<file path="config.mk">
export PLATFORM = sky130hd
export DESIGN_NAME = gpio_pin_mux
export DESIGN_NICKNAME = d
export VERILOG_FILES = /design/src/gpio_sync2.v /design/src/gpio_pin_mux.v
export VERILOG_INCLUDE_DIRS = /design/src
export SDC_FILE = /design/constraint.sdc
export NUM_CORES = 1
export LEC_CHECK = 0
export BUFFER_PORTS_ARGS = -buffer_cell sky130_fd_sc_hd__buf_4
export CORE_ASPECT_RATIO = 0.7
export CORE_UTILIZATION = 40
export DETAILED_ROUTE_END_ITERATION = 6
export GPL_TIMING_DRIVEN = 0
export PLACE_DENSITY_LB_ADDON = 0.15
export SLEW_MARGIN = 20
export SYNTH_ARGS = -nofsm -noshare
export SYNTH_HDL_FRONTEND = slang
export SYNTH_HIERARCHICAL = 1
export SYNTH_SLANG_ARGS = --single-unit
export TNS_END_PERCENT = 1
</file>
<file path="constraint.sdc">
create_clock -name clock -period 2.85 [get_ports clock]
set_input_delay 0.1425 -clock clock [delete_from_list [all_inputs] [get_ports clock]]
set_output_delay 0.1425 -clock clock [all_outputs]
set_load 0.01 [all_outputs]
</file>
<file path="src/gpio_consts.vh">
// Purpose: constants of the pin status and output mux block
// Assumes: register indices are word indices on the bus
// Notes: byte address of a register is four times its index
`ifndef GPIO_CONSTS_VH
`define GPIO_CONSTS_VH

// Register indices
`define IDX_PIN_STATUS 6'h0E
`define IDX_INPUT_EN 6'h0F
`define IDX_PIN0_CTL 6'h10
`define IDX_PIN1_CTL 6'h11
`define IDX_PIN7_CTL 6'h17

// Reset values
`define RST_INPUT_EN 8'hFF
`define RST_PIN_CTL 8'h00
`define RST_PIN_STATUS 8'h00

// Control register fields
`define CTL_DRV_EN_BIT 0
`define CTL_SW_LEVEL_BIT 1
`define CTL_SRC_HI 4
`define CTL_SRC_LO 2
`define CTL_SEL_HI 7
`define CTL_SEL_LO 5

// Source codes
`define SRC_DEV_STATUS 3'h4
`define SRC_OUT_PORT0 3'h6

// Receive port selections (100 upward)
`define RXSEL_LOCK 3'h4
`define RXSEL_PASS 3'h5
`define RXSEL_FV 3'h6
`define RXSEL_LV 3'h7

// Device status selections
`define DEVSEL_SW_LEVEL 3'h0
`define DEVSEL_OR_LOCK 3'h1
`define DEVSEL_AND_PASS 3'h2
`define DEVSEL_AND_PASS2 3'h3
`define DEVSEL_FSYNC 3'h4

// Output port selections
`define TXSEL_AND_PASS 3'h0
`define TXSEL_OR_PASS 3'h1
`define TXSEL_FV 3'h2
`define TXSEL_LV 3'h3
`define TXSEL_SYNCED 3'h4
`define TXSEL_IRQ 3'h5

`endif

</file>
<file path="src/gpio_sync2.v">
// Purpose: two-stage synchroniser for the pin inputs
// Assumes: pins may change at any time
// Notes: first stage feeds only the second stage
`timescale 1ns/100ps
`default_nettype none
module gpio_sync2
(
    // Clocking
    input wire clock,
    input wire rst,
    input wire ce,
    // Data
    input wire [7:0] d,
    output wire [7:0] q
);

reg [7:0] meta_reg;
reg [7:0] stable_reg;

// Two flops back to back against metastability
always @(posedge clock)
begin
    if (rst)
    begin
        meta_reg <= 8'h00;
        stable_reg <= 8'h00;
    end
    else if (ce)
    begin
        meta_reg <= d;
        stable_reg <= meta_reg;
    end
end

assign q = stable_reg;

endmodule
`default_nettype wire

</file>
<file path="src/gpio_pin_mux.v">
// Purpose: pin level status and per-pin output source mux
// Assumes: AHB-Lite single word transfers, one slave
// Notes: all outputs registered except hreadyout and hresp
//
// Local design decision: the AHB-Lite slave port.
`timescale 1ns/100ps
`default_nettype none
`include "gpio_consts.vh"
module gpio_pin_mux
(
    // Clocking
    input wire clock,
    input wire rst,
    input wire ce,
    // AHB-Lite slave
    input wire hsel,
    input wire [31:0] haddr,
    input wire [1:0] htrans,
    input wire hwrite,
    input wire [2:0] hsize,
    input wire hready,
    input wire [31:0] hwdata,
    output wire hreadyout,
    output wire hresp,
    output reg [31:0] hrdata,
    // Pins
    input wire [7:0] pin_in,
    output reg [7:0] pin_out,
    output reg [7:0] pin_oe,
    // Receive port status, four ports
    input wire [15:0] rx_remote_pins,
    input wire [3:0] rx_lock,
    input wire [3:0] rx_pass,
    input wire [3:0] rx_frame_valid,
    input wire [3:0] rx_line_valid,
    input wire [3:0] rx_port_enable,
    // Device wide
    input wire frame_sync_pulse,
    // Output port 0 status
    input wire [3:0] tx_port_select,
    input wire tx_frame_valid,
    input wire tx_line_valid,
    input wire tx_synchronized,
    input wire tx_interrupt
);

// Register file
reg [7:0] input_en_reg;
reg [7:0] pin_ctl_reg [0:7];
reg [7:0] status_reg;

// Bus data phase state
reg wr_pend_reg;
reg [5:0] wr_idx_reg;

// Synchronised pin levels
wire [7:0] pin_sync;

// Next pin outputs
reg [7:0] out_next;
reg [7:0] oe_next;

// Address phase decode
wire addr_take;
wire [5:0] addr_idx;

// Every live level that the mux reads, in one bundle
wire [44:0] live_levels;

// Loop counters; one per process so no variable has two drivers
integer i;
integer j;

// Word index of a byte address; upper bits alias
function [5:0] word_index;
    input [31:0] addr;
    begin
        word_index = addr[7:2];
    end
endfunction

// Whether an index is one of the pin control registers
function is_pin_ctl;
    input [5:0] idx;
    begin
        is_pin_ctl = (idx >= `IDX_PIN0_CTL) &&
                     (idx <= `IDX_PIN7_CTL);
    end
endfunction

// Output level chosen by one control register. Live levels come in as
// an argument: a combinational caller wakes only on its arguments, so
// a level read straight from a port would leave the mux stale.
function pin_level;
    input [7:0] ctl;
    input [44:0] live;
    reg [2:0] src;
    reg [2:0] sel;
    reg [3:0] rem_idx;
    reg [3:0] sel_pass;
    reg [15:0] remote;
    reg [3:0] lock;
    reg [3:0] pass;
    reg [3:0] fv;
    reg [3:0] lv;
    reg [3:0] port_en;
    reg fsync;
    reg [3:0] tx_sel;
    reg [3:0] tx_bits;
    begin
        {remote, lock, pass, fv, lv, port_en, fsync, tx_sel, tx_bits} = live;
        src = ctl[`CTL_SRC_HI:`CTL_SRC_LO];
        sel = ctl[`CTL_SEL_HI:`CTL_SEL_LO];
        rem_idx = {src[1:0], sel[1:0]};
        sel_pass = pass | ~tx_sel;
        pin_level = 1'b0;
        // Source codes 0xx are the receive ports
        if (src[2] == 1'b0)
        begin
            case (sel)
                `RXSEL_LOCK:
                    pin_level = lock[src[1:0]];
                `RXSEL_PASS:
                    pin_level = pass[src[1:0]];
                `RXSEL_FV:
                    pin_level = fv[src[1:0]];
                `RXSEL_LV:
                    pin_level = lv[src[1:0]];
                default:
                    pin_level = remote[rem_idx];
            endcase
        end
        else if (src == `SRC_DEV_STATUS)
        begin
            case (sel)
                `DEVSEL_SW_LEVEL:
                    pin_level = ctl[`CTL_SW_LEVEL_BIT];
                `DEVSEL_OR_LOCK:
                    pin_level = |(lock & port_en);
                `DEVSEL_AND_PASS,
                `DEVSEL_AND_PASS2:
                    pin_level = &(pass | ~port_en);
                `DEVSEL_FSYNC:
                    pin_level = fsync;
                default:
                    pin_level = 1'b0; // Reserved codes
            endcase
        end
        else if (src == `SRC_OUT_PORT0)
        begin
            case (sel)
                `TXSEL_AND_PASS:
                    pin_level = &sel_pass;
                `TXSEL_OR_PASS:
                    pin_level = |(pass & tx_sel);
                `TXSEL_FV:
                    pin_level = tx_bits[3];
                `TXSEL_LV:
                    pin_level = tx_bits[2];
                `TXSEL_SYNCED:
                    pin_level = tx_bits[1];
                `TXSEL_IRQ:
                    pin_level = tx_bits[0];
                default:
                    pin_level = 1'b0; // Reserved codes
            endcase
        end
    end
endfunction

// Read value of a register index; unmapped reads zero
function [7:0] reg_read;
    input [5:0] idx;
    begin
        if (idx == `IDX_PIN_STATUS)
            reg_read = status_reg;
        else if (idx == `IDX_INPUT_EN)
            reg_read = input_en_reg;
        else if (is_pin_ctl(idx))
            reg_read = pin_ctl_reg[idx[2:0]];
        else
            reg_read = 8'h00;
    end
endfunction

// Pins pass a synchroniser before anything looks at them
gpio_sync2 pin_sync_inst
(
    .clock(clock),
    .rst(rst),
    .ce(ce),
    .d(pin_in),
    .q(pin_sync)
);

// Zero wait states; clock enable low stalls the bus
assign hreadyout = ce;
assign hresp = 1'b0;

// Live levels bundled for the mux; order matches pin_level's unpacking
assign live_levels = {rx_remote_pins, rx_lock, rx_pass, rx_frame_valid,
    rx_line_valid, rx_port_enable, frame_sync_pulse, tx_port_select,
    tx_frame_valid, tx_line_valid, tx_synchronized, tx_interrupt};

// A transfer is taken on NONSEQ or SEQ with hready high
assign addr_take = hsel && htrans[1] && hready && ce;
assign addr_idx = word_index(haddr);

// Address phase capture and read data
always @(posedge clock)
begin
    if (rst)
    begin
        wr_pend_reg <= 1'b0;
        wr_idx_reg <= 6'h00;
        hrdata <= 32'h00000000;
    end
    else if (ce)
    begin
        wr_pend_reg <= addr_take && hwrite;
        if (addr_take)
            wr_idx_reg <= addr_idx;
        // Read data sampled here, stands in the data phase
        if (addr_take && !hwrite)
            hrdata <= {24'h000000, reg_read(addr_idx)};
    end
end

// Register writes in the data phase
always @(posedge clock)
begin
    if (rst)
    begin
        input_en_reg <= `RST_INPUT_EN;
        for (i = 0; i < 8; i = i + 1)
            pin_ctl_reg[i] <= `RST_PIN_CTL;
    end
    else if (ce && wr_pend_reg)
    begin
        if (wr_idx_reg == `IDX_INPUT_EN)
            input_en_reg <= hwdata[7:0];
        // Same layout at every pin, pin n at 0x10 + n
        if (is_pin_ctl(wr_idx_reg))
            pin_ctl_reg[wr_idx_reg[2:0]] <= hwdata[7:0];
        // Writes to the status index fall through unused
    end
end

// Status snapshot; disabled inputs read as zero
always @(posedge clock)
begin
    if (rst)
        status_reg <= `RST_PIN_STATUS;
    else if (ce)
        status_reg <= pin_sync & input_en_reg;
end

// Per-pin source mux and driver enable
always @*
begin
    out_next = 8'h00;
    oe_next = 8'h00;
    for (j = 0; j < 8; j = j + 1)
    begin
        oe_next[j] = pin_ctl_reg[j][`CTL_DRV_EN_BIT];
        // Level held low while the driver is off
        if (pin_ctl_reg[j][`CTL_DRV_EN_BIT])
            out_next[j] = pin_level(pin_ctl_reg[j], live_levels);
    end
end

// Registered pin outputs avoid glitches from the mux
always @(posedge clock)
begin
    if (rst)
    begin
        pin_out <= 8'h00;
        pin_oe <= 8'h00;
    end
    else if (ce)
    begin
        pin_out <= out_next;
        pin_oe <= oe_next;
    end
end

endmodule
`default_nettype wire

</file>
==> metrics.cfg <==
[final_layout]
final_core_utilization = 0.493
n_antenna_cell = 0
flow.area_growth_from_synthesis_pct = 20.5
finalInstanceArea_um2 = 10700
multiInputGateArea_um2 = 5140
layout_commonest_cell = sky130_fd_sc_hd__buf_4
final_cell_mix = sky130_fd_sc_hd__buf_4 (124), sky130_fd_sc_hd__mux2i_1 (80), sky130_fd_sc_hd__nor2_1 (67), sky130_fd_sc_hd__edfxtp_1 (64), sky130_fd_sc_hd__dfxtp_1 (63)
drive_gt1_frac = 0.265
fin_nets = 1125
nFillCells = 2055
largest_reg_flops = 64
seq_area_um2 = 3180

[setup_path]
path_class = input pin to register
critical_path.reg2reg.endpoint = pin_out[1]
r2r_start = pin_ctl_reg[1][6]
worst_setup_path_startpoint = rst
worst_setup_path_end_kind = register
critical_path_arrival_ns = 2.53
timing.reg2reg.setup_slack_ns = 0.46
setup_crit_start_kind = input pin
critPathRequiredTime_ns = 2.90
critical_path_peak_fanout = 10
ff2ff_path_depth = 5

[power_and_ir_drop]
p_leak_uw = 0.00407
worst_ir_drop_vdd_mv = 0.417
power_per_cell_area_nw_per_um2 = 473
total_power_uw = 5080

[sta]
finalSetupViolCount = 0
fmax_ghz = 0.403
final_hold_viol_count = 0
grt_setup_unrepaired = no
setup_ws_ns = 0.369
tightest_slew_ns = 0.825
finClkSkew_ns = 0.0117
drv_slew = 0
worst_rel_slew_slack = 0.449
clock_period_minus_final_worst_setup_slack_ns = 2.48
min_period_over_period = 0.871
finalHoldWorstSlack_ns = 0.0252

[place]
postPlaceCellArea_um2 = 10000
buffer_ports.inserted = 90
dp_hpwl_um = 23200
place.gp.congestion = 0.915
place_ws_ns = -0.0136

[drt]
route.final.wire_length_um = 31000
route.detailed.drc = 0
route.detailed.wl_per_inst_um = 24.0
antenna_violating_nets_post_route = 0
routed_vias = 7948
drt_pass1_iterations = 6
1st_iter_drt_viols = 911
routed_via_density = 6.15

[cts]
cts_tree = yes
clock_latency_ns = 0.42
cts_inserted_buffers = 17
cts_sinks = 127
cts-root-to-sink-buffers = 2
cts_root_buffer = sky130_fd_sc_hd__clkbuf_16
cts_htree_levels = 4
cts.reportedPaths.clkPinSlew_ns = 0.06

[grt]
wire_length_of_the_first_global_routing_pass_um = 46700
grtUsageTotal = 0.276
globalRouteOverflowTotal = 0
grt_antenna_before_repair = 0
grt_start_max_net_pins = 17
grt_pass1_vias = 7559

[yosys]
syn_area_per_cell_um2 = 10.5
syn_area_um2 = 8910
synth_ff_type = sky130_fd_sc_hd__edfxtp_1
yosys.area.top_type = sky130_fd_sc_hd__edfxtp_1
ys_ff_latch = 127
synthesis.instances = 852
synth.area.top_cells = sky130_fd_sc_hd__edfxtp_1 (22%), sky130_fd_sc_hd__mux4_2 (16%), sky130_fd_sc_hd__dfxtp_1 (14%)
number_of_flops_mapped_to_enable_cells_by_yosys = 64
yosys_warnings = 6
ys_async_sr_fraction = 0
synthDominantCellAreaShare = 0.216
sequential_cell_area_fraction_in_the_yosys_report = 0.357
post_synth_num_cell_types = 68

[die]
die_h_um = 127
fp.dieArea_um2 = 22900
die_width_um = 180
core_area_um2 = 21800
rows = 45
floorplan.initialDensity = 0.409
ios = 178

[min_path]
min_to = pin_ctl_reg[1][3]
whs_path_depth = 2
hold_removal_path_class = input pin to register
min-delay-start = hwdata[3]

[flow_run]
max_cap_viol_count = 0

[outcome]
run_status = complete, no violations

==> area by class of cell <==
type                            count  area share
Clock inverter                     14      0.0148
Timing Repair Buffer              102      0.0741
Tap cell                          282      0.0328
Inverter                           24     0.00862
Multi-Input combinational cell    625       0.479
Buffer                            100      0.0545
Sequential cell                   127       0.296
Clock buffer                       18      0.0400
==> logic make-up (layout without fill, tap and decap cells) <==
family,count (synthesis),count (layout),synth area share
simple gates,289,289,0.164
mux,164,164,0.283
compound gates,147,147,0.120
flops,127,127,0.357
buf+inv,124,258,0.0761
other cells,1,25,0.000421
==> worst max-delay path: stages <==
cell and delay (ns):
sky130_fd_sc_hd__clkbuf_1 0.28, sky130_fd_sc_hd__and2b_2 0.47, sky130_fd_sc_hd__and3b_1 0.22, sky130_fd_sc_hd__nand3_1 0.30
sky130_fd_sc_hd__clkbuf_1 0.37, sky130_fd_sc_hd__o21bai_1 0.73
==> cells in the mapped netlist (10+ instances only) <==
| cell type | n |
|---|---|
| sky130_fd_sc_hd__a21oi_1 | 32 |
| sky130_fd_sc_hd__nand3_1 | 25 |
| sky130_fd_sc_hd__nand2b_1 | 17 |
| sky130_fd_sc_hd__nand2_1 | 46 |
| sky130_fd_sc_hd__nor2b_1 | 19 |
| sky130_fd_sc_hd__nor3_1 | 56 |
| sky130_fd_sc_hd__buf_2 | 19 |
| sky130_fd_sc_hd__nor2_1 | 67 |
| sky130_fd_sc_hd__clkbuf_1 | 38 |
| sky130_fd_sc_hd__dfxtp_1 | 63 |
| sky130_fd_sc_hd__inv_1 | 22 |
| sky130_fd_sc_hd__buf_4 | 34 |
| sky130_fd_sc_hd__a22oi_1 | 10 |
| sky130_fd_sc_hd__edfxtp_1 | 64 |
| sky130_fd_sc_hd__mux2_2 | 17 |
| sky130_fd_sc_hd__o21ai_0 | 25 |
| sky130_fd_sc_hd__mux4_2 | 62 |
| sky130_fd_sc_hd__mux2i_1 | 80 |
| sky130_fd_sc_hd__and2_1 | 23 |
==> timing repair <==
action / 4_1_cts / 5_1_grt
hold buffers: 12 / 0
gates resized for setup: 0 / 0
endpoints found under the hold margin: 12 / 0
buffers inserted: 0 / 0
==> stage by stage <==
stage                     cells  setup TNS, ns
after global placement     1248        -0.0951
after global routing       1292              0
after detailed placement   1248         -0.106
after CTS                  1292              0
final                      1292              0
after floorplan             876              0
==> routing by layer <==
metal | up-vias | part of all wire | GRT usage
met2 | 446 | 0.42 | 0.392
met5 | - | 0 | 0
met3 | 45 | 0.12 | 0.105
li1 | 3521 | - | -
met1 | 3936 | 0.44 | 0.392
met4 | 0 | 0.016 | 0.0704
==> worst max-delay path by stage <==
stage | endpoint | slack, ns | cells past startpoint
2_1_floorplan | pin_ctl_reg[5][0] | 0.84 | 6
3_3_place_gp | pin_ctl_reg[5][5] | -0.01 | 6
3_5_place_dp | pin_ctl_reg[5][6] | -0.01 | 6
4_1_cts | pin_ctl_reg[5][7] | 0.45 | 6
5_1_grt | pin_ctl_reg[5][7] | 0.25 | 6
6_report | pin_ctl_reg[5][1] | 0.37 | 6
==> power by group <==
group          switching (uW)  internal, uW
combinational             479           399
sequential               60.9          1970
clock                     866          1300
Note: power is estimated with default switching activity, not from simulation.
